$ cat src/design/tpd_defs.vh
// Constants for the single pulse, DMA burst and debug hold timer block.
`ifndef TPD_DEFS_VH
`define TPD_DEFS_VH

// ****************************************************************
// Register byte offsets
// ****************************************************************
`define TPD_ADDR_W        8
`define TPD_OFF_CTRL      8'h00
`define TPD_OFF_COUNT     8'h04
`define TPD_OFF_RELOAD    8'h08
`define TPD_OFF_CMPVAL    8'h0C
`define TPD_OFF_DMA_CONFIG    8'h10
`define TPD_OFF_DMABUF    8'h14
`define TPD_OFF_STATUS    8'h18
`define TPD_OFF_MASK      8'h1C
`define TPD_OFF_OUTSTATE  8'h20

// ****************************************************************
// Control register fields
// ****************************************************************
`define TPD_CTRL_CEN      0
`define TPD_CTRL_SPM      1
`define TPD_CTRL_CFE      2
`define TPD_CTRL_OCC_LO   4
`define TPD_CTRL_OCC_HI   6
`define TPD_CTRL_TSEL_LO  8
`define TPD_CTRL_TSEL_HI  10
`define TPD_CTRL_ETP      12
`define TPD_CTRL_PSC_LO   13
`define TPD_CTRL_PSC_HI   14
`define TPD_CTRL_FLT_LO   16
`define TPD_CTRL_FLT_HI   19
`define TPD_CTRL_HOLD     20
`define TPD_CTRL_DMAEN    21
`define TPD_CTRL_EVMODE   22
`define TPD_CTRL_MASK     32'h007F7777

// ****************************************************************
// DMA config fields
// ****************************************************************
`define TPD_DMA_BASE_LO   0
`define TPD_DMA_BASE_HI   4
`define TPD_DMA_CNT_LO    8
`define TPD_DMA_CNT_HI    12

// ****************************************************************
// Status and mask bits
// ****************************************************************
`define TPD_ST_UPDATE     0
`define TPD_ST_MATCH      1
`define TPD_ST_TRIG       2
`define TPD_ST_DMADONE    3
`define TPD_ST_W          4

// ****************************************************************
// Encodings and reset values
// ****************************************************************
`define TPD_TSEL_EXT      3'h7
`define TPD_OCC_FROZEN    3'h0
`define TPD_OCC_SETMATCH  3'h1
`define TPD_OCC_CLRMATCH  3'h2
`define TPD_OCC_TOGGLE    3'h3
`define TPD_OCC_FORCELO   3'h4
`define TPD_OCC_FORCEHI   3'h5
`define TPD_OCC_PWMZERO   3'h6
`define TPD_OCC_PWMONE    3'h7
`define TPD_RST_RELOAD    32'h0000FFFF

`endif

$ cat src/design/tpd_timer.v
// Timer core with single pulse, fast compare, event start, DMA burst, debug hold.

`include "tpd_defs.vh"

module tpd_timer #(
  parameter CNT_W = 16
) (
  // Clock, reset, clock enable
  input  wire                   mclk,
  input  wire                   srst,
  input  wire                   ce,
  // Register port
  input  wire [`TPD_ADDR_W-1:0] reg_addr,
  input  wire [31:0]            reg_wdata,
  input  wire                   reg_wr,
  input  wire                   reg_rd,
  output reg  [31:0]            reg_rdata,
  // Trigger sources
  input  wire                   ext_trigger,
  input  wire                   int_trigger,
  // Debug halt from the core
  input  wire                   core_halted,
  // DMA request
  output reg                    dma_req,
  // Channel output and interrupt
  output reg                    prepared_output_reference,
  output wire                   irq
);

  // ****************************************************************
  // Software registers
  // ****************************************************************
  reg [31:0]          ctrl_reg;
  reg [CNT_W-1:0]     count_reg;
  reg [CNT_W-1:0]     reload_reg;
  reg [CNT_W-1:0]     cmpval_reg;
  reg [4:0]           dma_base_select_reg;
  reg [4:0]           dma_transfer_count_reg;
  reg [`TPD_ST_W-1:0] status_reg;
  reg [`TPD_ST_W-1:0] mask_reg;

  wire       counter_enable      = ctrl_reg[`TPD_CTRL_CEN];
  wire       single_pulse_enable = ctrl_reg[`TPD_CTRL_SPM];
  wire       compare_fast_enable = ctrl_reg[`TPD_CTRL_CFE];
  wire [2:0] compare_output_control =
             ctrl_reg[`TPD_CTRL_OCC_HI:`TPD_CTRL_OCC_LO];
  wire [2:0] trigger_select = ctrl_reg[`TPD_CTRL_TSEL_HI:`TPD_CTRL_TSEL_LO];
  wire       external_trigger_polarity = ctrl_reg[`TPD_CTRL_ETP];
  wire [1:0] external_trigger_prescaler =
             ctrl_reg[`TPD_CTRL_PSC_HI:`TPD_CTRL_PSC_LO];
  wire [3:0] external_trigger_filter =
             ctrl_reg[`TPD_CTRL_FLT_HI:`TPD_CTRL_FLT_LO];
  wire       debug_hold  = ctrl_reg[`TPD_CTRL_HOLD];
  wire       dma_enable  = ctrl_reg[`TPD_CTRL_DMAEN];
  wire       event_mode  = ctrl_reg[`TPD_CTRL_EVMODE];

  // ****************************************************************
  // Pin synchronisers
  // ****************************************************************
  reg [1:0] etr_sync_reg;
  reg [1:0] halt_sync_reg;

  always @(posedge mclk) begin
    if (srst) begin
      etr_sync_reg  <= 2'h0;
      halt_sync_reg <= 2'h0;
    end else if (ce) begin
      etr_sync_reg  <= {etr_sync_reg[0], ext_trigger};
      halt_sync_reg <= {halt_sync_reg[0], core_halted};
    end
  end

  // ****************************************************************
  // External trigger conditioning
  // ****************************************************************
  // The filter needs the level to stay for filter+1 samples before it is
  // taken, so a setting of zero passes the synchronised level straight on.
  reg       etr_filt_reg;
  reg [3:0] flt_cnt_reg;
  reg       etr_prev_reg;
  reg [2:0] psc_cnt_reg;
  reg       etr_div_reg;
  reg       etr_div_prev_reg;

  wire etr_pol     = etr_sync_reg[1] ^ external_trigger_polarity;
  wire etr_rise    = etr_filt_reg & ~etr_prev_reg;
  wire [2:0] psc_top = (3'h1 << external_trigger_prescaler) - 3'h1;

  always @(posedge mclk) begin
    if (srst) begin
      etr_filt_reg     <= 1'b0;
      flt_cnt_reg      <= 4'h0;
      etr_prev_reg     <= 1'b0;
      psc_cnt_reg      <= 3'h0;
      etr_div_reg      <= 1'b0;
      etr_div_prev_reg <= 1'b0;
    end else if (ce) begin
      if (etr_pol == etr_filt_reg) begin
        flt_cnt_reg <= 4'h0;
      end else if (flt_cnt_reg >= external_trigger_filter) begin
        etr_filt_reg <= etr_pol;
        flt_cnt_reg  <= 4'h0;
      end else begin
        flt_cnt_reg <= flt_cnt_reg + 4'h1;
      end
      etr_prev_reg     <= etr_filt_reg;
      etr_div_prev_reg <= etr_div_reg;
      // Divided trigger: one output edge per 2^prescaler input edges.
      if (etr_rise) begin
        if (psc_cnt_reg >= psc_top) begin
          psc_cnt_reg <= 3'h0;
          etr_div_reg <= 1'b1;
        end else begin
          psc_cnt_reg <= psc_cnt_reg + 3'h1;
        end
      end else begin
        etr_div_reg <= 1'b0;
      end
    end
  end

  wire external_trigger_filtered = etr_div_reg & ~etr_div_prev_reg;

  reg  int_trig_prev_reg;
  always @(posedge mclk) begin
    if (srst) begin
      int_trig_prev_reg <= 1'b0;
    end else if (ce) begin
      int_trig_prev_reg <= int_trigger;
    end
  end

  // Trigger select 111 takes the filtered external trigger, else internal.
  wire trig_edge = (trigger_select == `TPD_TSEL_EXT) ?
                   external_trigger_filtered :
                   (int_trigger & ~int_trig_prev_reg);
  wire trig_start = trig_edge & (single_pulse_enable | event_mode);

  // ****************************************************************
  // Register write path, shared by software and the DMA burst buffer
  // ****************************************************************
  reg  [4:0] dma_idx_reg;
  reg        dma_busy_reg;

  wire       buf_wr = reg_wr & (reg_addr == `TPD_OFF_DMABUF);
  wire [4:0] dma_word = dma_base_select_reg + dma_idx_reg;
  wire [`TPD_ADDR_W-1:0] dma_addr = {1'b0, dma_word, 2'b00};
  // A buffer write lands on the register picked by base plus index.
  wire [`TPD_ADDR_W-1:0] wr_addr = buf_wr ? dma_addr : reg_addr;
  wire       wr_any = reg_wr & ~(buf_wr & (dma_addr == `TPD_OFF_DMABUF));

  function wr_hit;
    input [`TPD_ADDR_W-1:0] a;
    input [`TPD_ADDR_W-1:0] off;
    begin
      wr_hit = wr_any & (a == off);
    end
  endfunction

  wire wr_ctrl  = wr_hit(wr_addr, `TPD_OFF_CTRL);
  wire wr_count = wr_hit(wr_addr, `TPD_OFF_COUNT);

  // ****************************************************************
  // Counter and update event
  // ****************************************************************
  wire halted    = halt_sync_reg[1] & debug_hold;
  wire run       = counter_enable & ~halted;
  wire at_top    = (count_reg >= reload_reg);
  wire update_ev = run & at_top;
  wire match_ev  = run & (count_reg == cmpval_reg);

  reg fast_force_reg;

  always @(posedge mclk) begin
    if (srst) begin
      ctrl_reg  <= 32'h0000_0000;
      count_reg <= {CNT_W{1'b0}};
      fast_force_reg <= 1'b0;
    end else if (ce) begin
      if (wr_ctrl) begin
        // A software write to the enable either starts or stops a pulse;
        // stopping leaves the count where it stands.
        ctrl_reg <= reg_wdata & `TPD_CTRL_MASK;
      end else if (trig_start) begin
        ctrl_reg[`TPD_CTRL_CEN] <= 1'b1;
      end else if (update_ev & single_pulse_enable) begin
        ctrl_reg[`TPD_CTRL_CEN] <= 1'b0;
      end
      if (wr_count) begin
        count_reg <= reg_wdata[CNT_W-1:0];
      end else if (update_ev) begin
        count_reg <= {CNT_W{1'b0}};
      end else if (run) begin
        count_reg <= count_reg + {{(CNT_W-1){1'b0}}, 1'b1};
      end
      // Fast forcing holds from the trigger until the pulse ends.
      if (trig_start & single_pulse_enable & compare_fast_enable &
          compare_output_control[2] & compare_output_control[1]) begin
        fast_force_reg <= 1'b1;
      end else if (update_ev | ~counter_enable) begin
        fast_force_reg <= 1'b0;
      end
    end
  end

  // ****************************************************************
  // Channel output reference
  // ****************************************************************
  reg oref_cmp_reg;
  reg oref_next;

  always @* begin
    oref_next = oref_cmp_reg;
    case (compare_output_control)
      `TPD_OCC_FROZEN:   oref_next = oref_cmp_reg;
      `TPD_OCC_SETMATCH: oref_next = match_ev ? 1'b1 : oref_cmp_reg;
      `TPD_OCC_CLRMATCH: oref_next = match_ev ? 1'b0 : oref_cmp_reg;
      `TPD_OCC_TOGGLE:   oref_next = oref_cmp_reg ^ match_ev;
      `TPD_OCC_FORCELO:  oref_next = 1'b0;
      `TPD_OCC_FORCEHI:  oref_next = 1'b1;
      `TPD_OCC_PWMZERO:  oref_next = (count_reg < cmpval_reg);
      `TPD_OCC_PWMONE:   oref_next = ~(count_reg < cmpval_reg);
      default:           oref_next = oref_cmp_reg;
    endcase
    // The match state of PWM zero is low and of PWM one is high.
    if (fast_force_reg) begin
      oref_next = compare_output_control[0];
    end
  end

  always @(posedge mclk) begin
    if (srst) begin
      oref_cmp_reg              <= 1'b0;
      prepared_output_reference <= 1'b0;
    end else if (ce) begin
      oref_cmp_reg              <= oref_next;
      prepared_output_reference <= oref_next;
    end
  end

  // ****************************************************************
  // DMA burst sequencing
  // ****************************************************************
  // An event arriving mid-burst restarts from the base; this keeps the
  // buffer always mapped to a well-defined register.
  always @(posedge mclk) begin
    if (srst) begin
      dma_req      <= 1'b0;
      dma_busy_reg <= 1'b0;
      dma_idx_reg  <= 5'h00;
    end else if (ce) begin
      if (update_ev & dma_enable) begin
        dma_busy_reg <= 1'b1;
        dma_idx_reg  <= 5'h00;
        dma_req      <= 1'b1;
      end else if (dma_busy_reg & buf_wr) begin
        dma_req <= 1'b0;
        if (dma_idx_reg >= dma_transfer_count_reg) begin
          dma_busy_reg <= 1'b0;
        end else begin
          dma_idx_reg <= dma_idx_reg + 5'h01;
        end
      end else if (dma_busy_reg & ~dma_req) begin
        dma_req <= 1'b1;
      end
    end
  end

  wire dma_done = dma_busy_reg & buf_wr &
                  (dma_idx_reg >= dma_transfer_count_reg);

  // ****************************************************************
  // Other registers, status and interrupt
  // ****************************************************************
  localparam [31:0] RST_RELOAD = `TPD_RST_RELOAD;
  wire [`TPD_ST_W-1:0] st_set = {dma_done, trig_edge, match_ev, update_ev};
  wire [`TPD_ST_W-1:0] st_clr =
       wr_hit(wr_addr, `TPD_OFF_STATUS) ? reg_wdata[`TPD_ST_W-1:0] :
       {`TPD_ST_W{1'b0}};

  always @(posedge mclk) begin
    if (srst) begin
      reload_reg             <= RST_RELOAD[CNT_W-1:0];
      cmpval_reg             <= {CNT_W{1'b0}};
      dma_base_select_reg    <= 5'h00;
      dma_transfer_count_reg <= 5'h00;
      status_reg             <= {`TPD_ST_W{1'b0}};
      mask_reg               <= {`TPD_ST_W{1'b0}};
    end else if (ce) begin
      if (wr_hit(wr_addr, `TPD_OFF_RELOAD)) begin
        reload_reg <= reg_wdata[CNT_W-1:0];
      end
      if (wr_hit(wr_addr, `TPD_OFF_CMPVAL)) begin
        cmpval_reg <= reg_wdata[CNT_W-1:0];
      end
      if (wr_hit(wr_addr, `TPD_OFF_DMA_CONFIG)) begin
        dma_base_select_reg <=
          reg_wdata[`TPD_DMA_BASE_HI:`TPD_DMA_BASE_LO];
        dma_transfer_count_reg <=
          reg_wdata[`TPD_DMA_CNT_HI:`TPD_DMA_CNT_LO];
      end
      if (wr_hit(wr_addr, `TPD_OFF_MASK)) begin
        mask_reg <= reg_wdata[`TPD_ST_W-1:0];
      end
      // A new event in the clearing cycle keeps its bit set.
      status_reg <= (status_reg & ~st_clr) | st_set;
    end
  end

  assign irq = |(status_reg & mask_reg);

  // ****************************************************************
  // Read path
  // ****************************************************************
  reg [31:0] rd_next;

  always @* begin
    rd_next = 32'h0000_0000;
    case (reg_addr)
      `TPD_OFF_CTRL:     rd_next = ctrl_reg;
      `TPD_OFF_COUNT:    rd_next[CNT_W-1:0] = count_reg;
      `TPD_OFF_RELOAD:   rd_next[CNT_W-1:0] = reload_reg;
      `TPD_OFF_CMPVAL:   rd_next[CNT_W-1:0] = cmpval_reg;
      `TPD_OFF_DMA_CONFIG: begin
        rd_next[`TPD_DMA_BASE_HI:`TPD_DMA_BASE_LO] = dma_base_select_reg;
        rd_next[`TPD_DMA_CNT_HI:`TPD_DMA_CNT_LO]   = dma_transfer_count_reg;
      end
      `TPD_OFF_STATUS:   rd_next[`TPD_ST_W-1:0] = status_reg;
      `TPD_OFF_MASK:     rd_next[`TPD_ST_W-1:0] = mask_reg;
      `TPD_OFF_OUTSTATE: rd_next[2:0] = {dma_busy_reg, halted,
                                         prepared_output_reference};
      default:           rd_next = 32'h0000_0000;
    endcase
  end

  always @(posedge mclk) begin
    if (srst) begin
      reg_rdata <= 32'h0000_0000;
    end else if (ce) begin
      reg_rdata <= reg_rd ? rd_next : 32'h0000_0000;
    end
  end

endmodule

$ cat config.mk
export PLATFORM = sky130hd
export DESIGN_NAME = tpd_timer
export DESIGN_NICKNAME = d
export VERILOG_FILES = /design/src/design/tpd_timer.v
export VERILOG_INCLUDE_DIRS = /design/src /design/src/design
export SDC_FILE = /design/constraint.sdc
export NUM_CORES = 1
export LEC_CHECK = 0
export ABC_AREA = 0
export BUFFER_PORTS_ARGS = -buffer_cell sky130_fd_sc_hd__buf_4
export CAP_MARGIN = 30
export CORE_ASPECT_RATIO = 2
export CORE_UTILIZATION = 45
export DETAILED_ROUTE_END_ITERATION = 16
export GPL_ROUTABILITY_DRIVEN = 0
export GPL_TIMING_DRIVEN = 0
export PLACE_DENSITY = 0.71
export SETUP_SLACK_MARGIN = 0.1
export SLEW_MARGIN = 30
export SYNTH_ARGS = -nofsm -noshare
export SYNTH_HDL_FRONTEND = slang
export SYNTH_SLANG_ARGS = --single-unit
$ cat constraint.sdc
create_clock -name mclk -period 4.8 [get_ports mclk]
set_input_delay 0.24 -clock mclk [delete_from_list [all_inputs] [get_ports mclk]]
set_output_delay 0.24 -clock mclk [all_outputs]
set_load 0.01 [all_outputs]
Word-level counts from Yosys, hierarchy flattened
Cells that the tools add are included.
{"block": "totals", "register_bits": 142, "input_bits": 48, "output_inout_bits": 35, "elab_cells": 172}
{"block": "op_classes", "addsub": 6, "n_lt_le_gt_ge": 5, "eq_ne": 30, "shift": 1, "n_mux": 37, "bitwise_logic": 44, "reduce_logical": 25}
{"cell": "== test 8 x 5 -> 1 bit, second input constant", "count": 7}
{"cell": "two-way mux 16 bit", "count": 3}
{"cell": "== test 8 x 4 -> 1 bit, second input constant", "count": 4}
{"cell": "two-way mux 32 bit", "count": 1}
{"cell": "AND 1 bit", "count": 27}
{"cell": "case mux 5 bit (5 select lines)", "count": 1}
{"cell": "case mux 3 bit (4 select lines)", "count": 2}
{"cell": "case mux 3 bit (8 select lines)", "count": 1}
{"cell": "AND reduction 2 bit", "count": 11}
{"cell": "two-way mux 1 bit", "count": 17}
{"cell": "adder 16 x 1 -> 16 bit, second input constant", "count": 1}
{"cell": "== test 16 bit", "count": 1}
{"cell": "== test 8 x 3 -> 1 bit, second input constant", "count": 2}
{"cell": ">= comparator 16 bit", "count": 1}
{"cell": "logical NOT 8 bit", "count": 2}
{"cell": "less-than comparator 16 bit", "count": 1}
{"cell": "== test 3 bit, second input constant", "count": 5}
{"cell": "two-way mux 5 bit", "count": 3}
{"cell": "two-way mux 4 bit", "count": 3}
{"cell": "NOT 1 bit", "count": 9}
{"cell": "AND reduction 3 bit", "count": 3}
{"cell": "nonzero test 3 bit", "count": 3}
{"cell": "AND 4 bit", "count": 2}
{"cell": "== test 8 x 6 -> 1 bit, second input constant", "count": 1}
{"cell": "30 further kinds", "count": 37}

Longest topological paths before layout
Gate-level depths: netlist of the first run.
{"block": "logic_depth", "ltp_word": 10, "mapped_depth": 14, "depth_no_buf": 11}

Worst setup path before layout of the first run
No wires, ideal clock.
{"block": "synth_timing", "kind": "register to register", "from": "register dma_idx_reg[0]", "to": "register dma_base_select_reg[0]", "setup_time_ps": 128, "arrival_ps": 2646, "required_time_ps": 4672, "path_slack_ps": 2026, "path_stages_with_launch": 14, "period_less_slack_ps": 2774, "cell_sequence": "dfxtp_1 ha_1 inv_1 fa_1 nand2b_1 a21oi_1 xnor2_1 nor3_1 a41oi_1 buf_2 and4_1 buf_2 mux2i_1 nor2_1"}
{"block": "synth_between", "elab_chain_cells": 7}
{"element": "start: declaration", "line": "tpd_timer.v:142", "source": "reg [4:0] dma_idx_reg;"}
{"element": "start signal: assignment", "line": "tpd_timer.v:261", "source": "dma_idx_reg <= dma_idx_reg + 5'h01;"}
{"element": "adder 5 bit *", "line": "tpd_timer.v:146", "source": "wire [4:0] dma_word = dma_base_select_reg + dma_idx_reg;"}
{"element": "== test 5 x 3 -> 1 bit (no source line)"}
{"element": "AND 1 bit", "line": "tpd_timer.v:150", "source": "wire wr_any = reg_wr & ~(buf_wr & (dma_addr == `TPD_OFF_DMABUF));"}
{"element": "NOT 1 bit", "line": "tpd_timer.v:150"}
{"element": "AND 1 bit", "line": "tpd_timer.v:150"}
{"element": "AND 1 bit *", "line": "tpd_timer.v:156", "source": "wr_hit = wr_any & (a == off);"}
{"element": "AND reduction 2 bit (no source line) *"}
{"element": "end signal: assignment", "line": "tpd_timer.v:297", "source": "dma_base_select_reg <="}
{"element": "end: declaration", "line": "tpd_timer.v:37", "source": "reg [4:0] dma_base_select_reg;"}
Every way passes the cells marked *; elsewhere a longest branch is shown, timed or not.
A chain may end at the register's enable or synchronous reset.

Worst setup path in the final report of the first run
{"block": "layout_timing", "from": "register count_reg[14]", "to": "register count_reg[12]"}
{"block": "layout_between", "elab_chain_cells": 4}
{"element": "start: declaration", "line": "tpd_timer.v:34", "source": "reg [CNT_W-1:0] count_reg;"}
{"element": "start signal: assignment", "line": "tpd_timer.v:177", "source": "count_reg <= {CNT_W{1'b0}};"}
{"element": "start signal: assignment", "line": "tpd_timer.v:190", "source": "count_reg <= reg_wdata[CNT_W-1:0];"}
{"element": "start signal: assignment", "line": "tpd_timer.v:192", "source": "count_reg <= {CNT_W{1'b0}};"}
{"element": ">= comparator 16 bit *", "line": "tpd_timer.v:168", "source": "wire at_top = (count_reg >= reload_reg);"}
{"element": "AND 1 bit *", "line": "tpd_timer.v:169", "source": "wire update_ev = run & at_top;"}
{"element": "nonzero test 3 bit (no source line) or two-way mux 16 bit (tied branches)"}
{"element": "AND reduction 2 bit (no source line) or two-way mux 16 bit (tied branches)"}
Marked as above.

==> flow_metrics.tcl, run 1 <==
set metrics [dict create \
    cp-startpoint "count_reg[14]" \
    area_delta_synth_final_pct 18.3 \
    antennaDiodeCount 0 \
    rsz_0062_raised_after_global_routing "no" \
    maximum_number_of_pins_on_one_net_before_global_route_repair 17 \
    r2r_setup_slack_ns 1.36 \
    hold_path_depth 3 \
    ctsLongestPathBuffers 2 \
    chipWidth_um 93.6 \
    critPathArrivalTime_ns 3.72 \
    avgSynthCellArea_um2 8.73 \
    ir_drop_mv 0.222 \
    numPortBuffers 63 \
    crit_path_start_kind "register" \
    clock-skew-final_ns 0.00639 \
    wl_per_cell_um 20.3 \
    synthesized_flop_and_latch_total 133 \
    num_io_pins 83 \
    setup_viol 0 \
    hold_path.class "input port to register" \
    postLayoutCoreUtil_pct 54.6 \
    synthDistinctLibCells 72 \
    stdcell_count 1170 \
    leakagePower_nw 4.13 \
    cts-htree-levels 4 \
    timing.setup.critical_path_class "register to register" \
    dpl.cell_count 1139 \
    pwr_density_cell_mw_per_mm2 296 \
    die_height_um 185 \
    rr_endpoint "count_reg[12]" \
    ys_async_sr_fraction_pct 0 \
    path_clk_slew_ns 0.06 \
    drtIter0Drc 392 \
    globalRoute.totalOverflow 0 \
    numCtsBuffers 17 \
    finalNetCount 1055 \
    grt_first_pass_wirelength_mm 36.9 \
    cts.sink_count 133 \
    max_cap_viol_count 0 \
    postCtsSetupBuffers 0 \
    cts.repair.resized 0 \
    synthesis.instances 864 \
    timing.critical_path.required_ns 5.08 \
    cts_hold_buffers 0 \
    timing.slew.headroom_pct 30.7 \
    cts_tree "done" \
    setup-tns-final_ns 0 \
    vias 6898 \
    fmax_mhz 291 \
    final-max-slew-violation-count 0 \
    place.detailed.hpwl_mm 18.3 \
    ys_warns 0 \
    grt_util_all_layers_pct 29.0 \
    crit-reg2reg-launch "count_reg[14]" \
    final_layout_size_suffix_gt1_share_pct 14.8 \
    run_status "complete, no violations" \
    routed_wirelength_mm 23.8 \
    clk-insertion-delay-late_ns 0.43 \
    placement_rows 66 \
    initial_utilization_pct 46.1 \
    synth_top_flop_cell "sky130_fd_sc_hd__dfxtp_1" \
    area_enclosed_by_the_die_boundary_mm2 0.0173 \
    hold_vio_cnt_final 0 \
    crit_fanout 10 \
    drt_drc_violations_left 0 \
    dr.pass1.iters 5 \
    clock-root-buffer "sky130_fd_sc_hd__clkbuf_16" \
    antenna_found_initial 0 \
    max_slew.worst_pin.slew_ns 1.03 \
    netlist_area_mm2 0.00754 \
    critPathCaptureType "register" \
    drt.antenna.violating_nets 0 \
    post-route-period-util_pct 71.6 \
    number_of_flip_flops_under_the_largest_register_name 23 \
    core_region_area_mm2 0.0164 \
    synth_edf_count 0 \
    period_needed_ns 3.44 \
    yosysSeqAreaShare_pct 35.3 \
    reg2reg_depth 10 \
    cp-endpoint "count_reg[12]" \
    vias_in_the_first_global_route 7056 \
    detail_route.vias_per_cell 5.90 \
]
==> worst min path at each step <==
stage                   startpoint             end  slack [ns]
floorplan            reg_wdata[10]  reload_reg[10]        0.37
global placement    reload_reg[11]  reload_reg[11]        0.46
detailed placement    reg_rdata[1]    reg_rdata[1]        0.46
CTS                  reg_wdata[16]    ctrl_reg[16]        0.04
global route         reg_wdata[19]    ctrl_reg[19]        0.05
finish               reg_wdata[21]    ctrl_reg[21]        0.05
==> Yosys cell counts, types with 3 or more instances <==
| master | number | area (um2) |
|---|---|---|
| sky130_fd_sc_hd__o32ai_1 | 10 | 87.6 |
| sky130_fd_sc_hd__a22oi_1 | 25 | 188 |
| sky130_fd_sc_hd__ha_1 | 52 | 651 |
| sky130_fd_sc_hd__clkbuf_1 | 26 | 97.6 |
| sky130_fd_sc_hd__and2_1 | 4 | 25.0 |
| sky130_fd_sc_hd__nor3_1 | 17 | 85.1 |
| sky130_fd_sc_hd__nand3_1 | 16 | 80.1 |
| sky130_fd_sc_hd__o211ai_1 | 4 | 30.0 |
| sky130_fd_sc_hd__a21oi_1 | 49 | 245 |
| sky130_fd_sc_hd__a221oi_1 | 3 | 26.3 |
| sky130_fd_sc_hd__nand2b_1 | 7 | 43.8 |
| sky130_fd_sc_hd__nand4_1 | 6 | 37.5 |
| sky130_fd_sc_hd__and4_1 | 3 | 26.3 |
| sky130_fd_sc_hd__and3_1 | 4 | 25.0 |
| sky130_fd_sc_hd__dfxtp_1 | 133 | 2660 |
| sky130_fd_sc_hd__nor2b_1 | 3 | 18.8 |
| sky130_fd_sc_hd__or4_1 | 4 | 30.0 |
| sky130_fd_sc_hd__or3_1 | 9 | 56.3 |
| sky130_fd_sc_hd__nor2_1 | 114 | 428 |
| sky130_fd_sc_hd__a31oi_1 | 4 | 25.0 |
| sky130_fd_sc_hd__a21o_1 | 12 | 90.1 |
| sky130_fd_sc_hd__mux2i_1 | 86 | 861 |
| sky130_fd_sc_hd__buf_2 | 10 | 50.1 |
| sky130_fd_sc_hd__nor3b_1 | 6 | 45.0 |
| sky130_fd_sc_hd__mux4_2 | 12 | 270 |
| sky130_fd_sc_hd__xor2_1 | 6 | 52.6 |
| sky130_fd_sc_hd__inv_1 | 66 | 248 |
| sky130_fd_sc_hd__o21ai_0 | 32 | 160 |
| sky130_fd_sc_hd__a22o_1 | 3 | 26.3 |
| sky130_fd_sc_hd__nand2_1 | 69 | 259 |
| sky130_fd_sc_hd__xnor2_1 | 5 | 43.8 |
| sky130_fd_sc_hd__buf_4 | 11 | 82.6 |
==> cell type report <==
type / instances / area, um2
Fill cell: 1525 / 7430
Multi-Input combinational cell: 622 / 4420
Sequential cell: 133 / 2660
Clock buffer: 23 / 488
Timing Repair Buffer: 63 / 473
Buffer: 51 / 260
Tap cell: 204 / 255
Inverter: 66 / 248
Clock inverter: 8 / 123
==> per-stage QoR <==
| stage | setup slack (ns) | total power (W) | cell area (um2) | hold slack [ns] |
|---|---|---|---|---|
| after detailed placement | 1.50 | 0.00131 | 8300 | 0.460 |
| after CTS | 1.51 | 0.00264 | 8910 | 0.0362 |
| after global placement | 1.51 | 0.00131 | 8300 | 0.455 |
| final | 1.36 | 0.00264 | 8920 | 0.0492 |
| after floorplan | 2.03 | 0.00122 | 7570 | 0.365 |
| after global routing | 1.23 | 0.00271 | 8920 | 0.0520 |
==> layout by cell type, fill, tap and decap left out, drive strengths merged, types with 3 or more instances in the layout <==
cell      count
a21o         12
a21oi        50
a221oi        3
a22o          3
a22oi        25
a31oi         5
and2          7
and3          4
and4          3
buf          88
bufinv        3
clkbuf       49
clkinvlp      3
conb          9
dfxtp       133
ha           52
inv          66
mux2i        86
mux4         12
nand2        71
nand2b        7
nand3        16
nand4         6
nor2        114
nor2b         3
nor3         18
nor3b         7
o211ai        4
o21ai        32
o32ai        10
or3           9
or4           4
xnor2         5
xor2          6
==> power by group <==
part           switching [W]  internal (W)
clock               0.000483      0.000867
sequential        0.00000589       0.00111
combinational       0.000111     0.0000613
==> logic make-up after synthesis <==
| logic type | synth area share (%) |
|---|---|
| simple gates | 17.2 |
| compound gates | 15.6 |
| flops | 35.3 |
| buf+inv | 6.73 |
| mux | 15.0 |
| fa+ha+maj | 8.89 |
| xor+xnor | 1.28 |
| other cells | 0.0497 |
==> per-layer routing <==
layer / vias to the layer above / GRT usage [%] / routed length (um)
li1: 3233 / - / -
met1: 3213 / 27.7 / 8060
met4: 0 / 25.8 / 2160
met2: 325 / 51.2 / 12000
met3: 127 / 6.08 / 1490
met5: - / 0 / 0
==> worst max-delay path: stages (launching register included) <==
cell,delay [ns]
sky130_fd_sc_hd__dfxtp_1,0.38
sky130_fd_sc_hd__ha_1,0.35
sky130_fd_sc_hd__and4_1,0.27
sky130_fd_sc_hd__nand2_1,0.18
sky130_fd_sc_hd__or4_1,0.66
sky130_fd_sc_hd__a31oi_1,0.44
sky130_fd_sc_hd__buf_2,0.35
sky130_fd_sc_hd__buf_2,0.32
sky130_fd_sc_hd__nor3_1,0.09
sky130_fd_sc_hd__mux2i_1,0.15
sky130_fd_sc_hd__o32ai_1,0.10
(Power assumes the default switching activity.)
==> run 2: changes to the inputs <==
--- a/config.mk
+++ b/config.mk
@@ -6,7 +6,7 @@
 export SDC_FILE = /design/constraint.sdc
 export NUM_CORES = 1
 export LEC_CHECK = 0
-export ABC_AREA = 0
+export ABC_AREA = 1
 export BUFFER_PORTS_ARGS = -buffer_cell sky130_fd_sc_hd__buf_4
 export CAP_MARGIN = 30
 export CORE_ASPECT_RATIO = 2
@@ -14,7 +14,7 @@
 export DETAILED_ROUTE_END_ITERATION = 16
 export GPL_ROUTABILITY_DRIVEN = 0
 export GPL_TIMING_DRIVEN = 0
-export PLACE_DENSITY = 0.71
+export PLACE_DENSITY = 0.73
 export SETUP_SLACK_MARGIN = 0.1
 export SLEW_MARGIN = 30
 export SYNTH_ARGS = -nofsm -noshare
==> constraint.sdc (replaced) <==
create_clock -name mclk -period 2.8 [get_ports mclk]
set_input_delay 0.14 -clock mclk [delete_from_list [all_inputs] [get_ports mclk]]
set_output_delay 0.14 -clock mclk [all_outputs]
set_load 0.01 [all_outputs]
==> run 2 against run 1 <==
Net effect: clock-buffer cell count fell by 4; synthesized area rose by 5.5%; critical path type unchanged; highest routed layer unchanged; largest cell class unchanged; sequential power increased by 71%; critical path depth up 5; combinational power up 69%; die area rose by 5.4%; wire length increased by 12%; core utilization up 1.1 points; sequential share of layout area fell by 2.1 points; global-route usage grew 1.3 points; final area is 7.8% higher; flip-flop and latch count is the same.
==> flow_metrics.tcl, run 2 <==
set metrics [dict create \
    run_status "complete, no violations" \
    grt_first_pass_wirelength_mm 40.9 \
    timing.hold.worst_endpoint "ctrl_reg[21]" \
    core_region_area_mm2 0.0173 \
    finalNetCount 1375 \
    dr.pass1.iters 6 \
    layout.cells.most_common "sky130_fd_sc_hd__nand2_1" \
    hold_path_depth 3 \
    clk-insertion-delay-late_ns 0.43 \
    critPathArrivalTime_ns 2.86 \
    max_cap_viol_count 0 \
    timing.setup.critical_path_class "register to register" \
    dpl.cell_count 1441 \
    ctsLongestPathBuffers 2 \
    ys_warns 0 \
    cp_top_family "simple AND/OR/NAND/NOR gates" \
    num_io_pins 83 \
    numPortBuffers 62 \
    cts.sink_count 133 \
    critical_path_buf_inv_count 2 \
    stdcell_count 1497 \
    crit_chain "ha_1 > inv_1 > fa_2 > nand3b_1 > nand2_1 > nand2_1 > nand2_1 > o21ai_2 > nor2_4 > nand2_2 > buf_4 > a21oi_4 > nand2_1 > nand2_1 > nor2_1" \
    placedInstanceArea_mm2 0.00872 \
    dp_slack_ns -0.0268 \
    chipWidth_um 96.0 \
    number_of_flip_flops_under_the_largest_register_name 23 \
    ir_drop_mv 0.411 \
    crit_path_start_kind "register" \
    wl_per_cell_um 17.8 \
    critPathCaptureType "register" \
    synthesis.instances 1161 \
    netlist.area_leader.share_pct 33.5 \
    final-max-slew-violation-count 0 \
    timing.slew.headroom_pct 51.2 \
    area_enclosed_by_the_die_boundary_mm2 0.0183 \
    yosysSeqAreaShare_pct 33.5 \
    timing.critical_path.mode_cell "sky130_fd_sc_hd__nand2_1" \
    synth_commonest_cells "283 x sky130_fd_sc_hd__nand2_1, 138 x sky130_fd_sc_hd__inv_1, 133 x sky130_fd_sc_hd__dfxtp_1, 116 x sky130_fd_sc_hd__a21oi_1, 116 x sky130_fd_sc_hd__nor2_1" \
    drtIter0Drc 641 \
    synth_top_area_cell "sky130_fd_sc_hd__dfxtp_1" \
    post-route-period-util_pct 90.7 \
    synthesized_flop_and_latch_total 133 \
    final_layout_size_suffix_gt1_share_pct 13.9 \
    hold_path_startpoint "reg_wdata[21]" \
    cts-htree-levels 4 \
    netlist_area_mm2 0.00796 \
    crit_slowest_cell "sky130_fd_sc_hd__dfxtp_2" \
    synth.top_cells.by_area "sky130_fd_sc_hd__dfxtp_1 33%, sky130_fd_sc_hd__nand2_1 13%, sky130_fd_sc_hd__ha_1 8.2%, sky130_fd_sc_hd__a21oi_1 7.3%, sky130_fd_sc_hd__inv_1 6.5%" \
    crit-reg2reg-launch "dma_idx_reg[0]" \
    routed_wirelength_mm 26.6 \
    hold_path.class "input port to register" \
    numCtsBuffers 17 \
    synth_top_flop_cell "sky130_fd_sc_hd__dfxtp_1" \
    antennaDiodeCount 0 \
    initial_utilization_pct 46.1 \
    hold_vio_cnt_final 0 \
    timing.critical_path.required_ns 3.12 \
    clock-skew-final_ns 0.0105 \
    globalRoute.totalOverflow 0 \
    synthDistinctLibCells 51 \
    path_clk_slew_ns 0.06 \
    antenna_found_initial 0 \
    synth_edf_count 0 \
    avgSynthCellArea_um2 6.85 \
    postLayoutSetupSlackWorst_ns 0.260 \
    reg2reg_depth 15 \
    vias 8306 \
    crit_fanout 10 \
    grt_util_all_layers_pct 30.3 \
    rsz_0062_raised_after_global_routing "yes" \
    ys_async_sr_fraction_pct 0 \
    drt.antenna.violating_nets 0 \
    clock-root-buffer "sky130_fd_sc_hd__clkbuf_16" \
    detail_route.vias_per_cell 5.55 \
    most_frequent_cells_in_the_layout "283 x sky130_fd_sc_hd__nand2_1, 138 x sky130_fd_sc_hd__inv_1, 130 x sky130_fd_sc_hd__dfxtp_1" \
    leakagePower_nw 4.49 \
    pwr_density_cell_mw_per_mm2 466 \
    whs_ns 0.00501 \
    die_height_um 190 \
    place.detailed.hpwl_mm 20.6 \
    yosys.cell_count.top_type "sky130_fd_sc_hd__nand2_1" \
    setup_viol 0 \
    period_needed_ns 2.54 \
    maximum_number_of_pins_on_one_net_before_global_route_repair 17 \
    placement_rows 68 \
    max_slew.worst_pin.slew_ns 0.731 \
    r2r_setup_slack_ns 0.26 \
    vias_in_the_first_global_route 8007 \
    rr_endpoint "count_reg[0]" \
    drt_drc_violations_left 0 \
    finish.instance_area_mm2 0.00962 \
    area_delta_synth_final_pct 20.9 \
    fmax_mhz 394 \
    critical_path.max_stage_delay_ns 0.37 \
    cts_tree "done" \
]
run 2: cell type report:
cell class              instances  area [um2]
flip-flops and latches        133        2670
repair buffers                 86         696
clock inverters                13         145
inverters                     143         537
clock buffers                  19         453
plain buffers                  55         322
multi-input cells             838        4540
well taps                     210         263
fillers                      1688        7650
run 2: routing by layer:
layer	track usage (%)	share of wire, %	wire length, um
met1	29.8	34	9130
met2	54.0	52	14000
met3	4.36	5.3	1400
met4	24.8	8.0	2130
met5	0	0	0
run 2: metrics by stage:
step	util [%]	setup TNS, ns	power [W]
finish	55.7	0	0.00448
global route	55.7	0	0.00459
CTS	54.9	0	0.00448
detailed placement	50.5	-0.0797	0.00222
global placement	50.5	0	0.00221
floorplan	-	0	0.00209
run 2: worst register-to-register path, cell delays in order (launching register included):
cell and delay, ns:
sky130_fd_sc_hd__dfxtp_2 0.37, sky130_fd_sc_hd__ha_1 0.18, sky130_fd_sc_hd__inv_1 0.06, sky130_fd_sc_hd__fa_2 0.36
sky130_fd_sc_hd__nand3b_1 0.18, sky130_fd_sc_hd__nand2_1 0.08, sky130_fd_sc_hd__nand2_1 0.05, sky130_fd_sc_hd__nand2_1 0.11
sky130_fd_sc_hd__o21ai_2 0.11, sky130_fd_sc_hd__nor2_4 0.20, sky130_fd_sc_hd__nand2_2 0.15, sky130_fd_sc_hd__buf_4 0.22
sky130_fd_sc_hd__a21oi_4 0.18, sky130_fd_sc_hd__nand2_1 0.07, sky130_fd_sc_hd__nand2_1 0.06, sky130_fd_sc_hd__nor2_1 0.05
run 2: where the power goes:
| group | switching (W) | internal [W] | total, W |
|---|---|---|---|
| clock | 0.000911 | 0.00137 | 0.00228 |
| sequential | 0.00000850 | 0.00190 | 0.00191 |
| combinational | 0.000191 | 0.000102 | 0.000293 |
| total | 0.00111 | 0.00337 | 0.00448 |
run 2: cell families after synthesis:
family	count (synthesis)	share of synthesized area [%]
AOI/OAI and AO/OA	238	17.4
DFF	133	33.5
buffers and inverters	198	10.5
xor gates and xnor gates	21	2.31
muxes	1	0.126
adders and majority gates	53	8.43
other	1	0.0471
and+or+nand+nor	516	27.7
run 2: worst max path at each step:
stage | startpoint | endpoint | cells past startpoint
after floorplan | dma_idx_reg[0] | dma_base_select_reg[0] | 13
after global placement | dma_idx_reg[0] | dma_base_select_reg[1] | 13
after detailed placement | dma_idx_reg[0] | dma_transfer_count_reg[2] | 13
after CTS | dma_idx_reg[0] | count_reg[13] | 14
after global routing | dma_idx_reg[0] | count_reg[12] | 15
final | dma_idx_reg[0] | count_reg[0] | 15
run 2: repair_timing:
item | CTS | global route
hold endpoints to repair | 15 | 0
resized for setup | 6 | 18
setup buffers | 0 | 9
hold buffers | 15 | 0
endpoints found under the setup margin | 37 | 83
pin swaps | 0 | 5
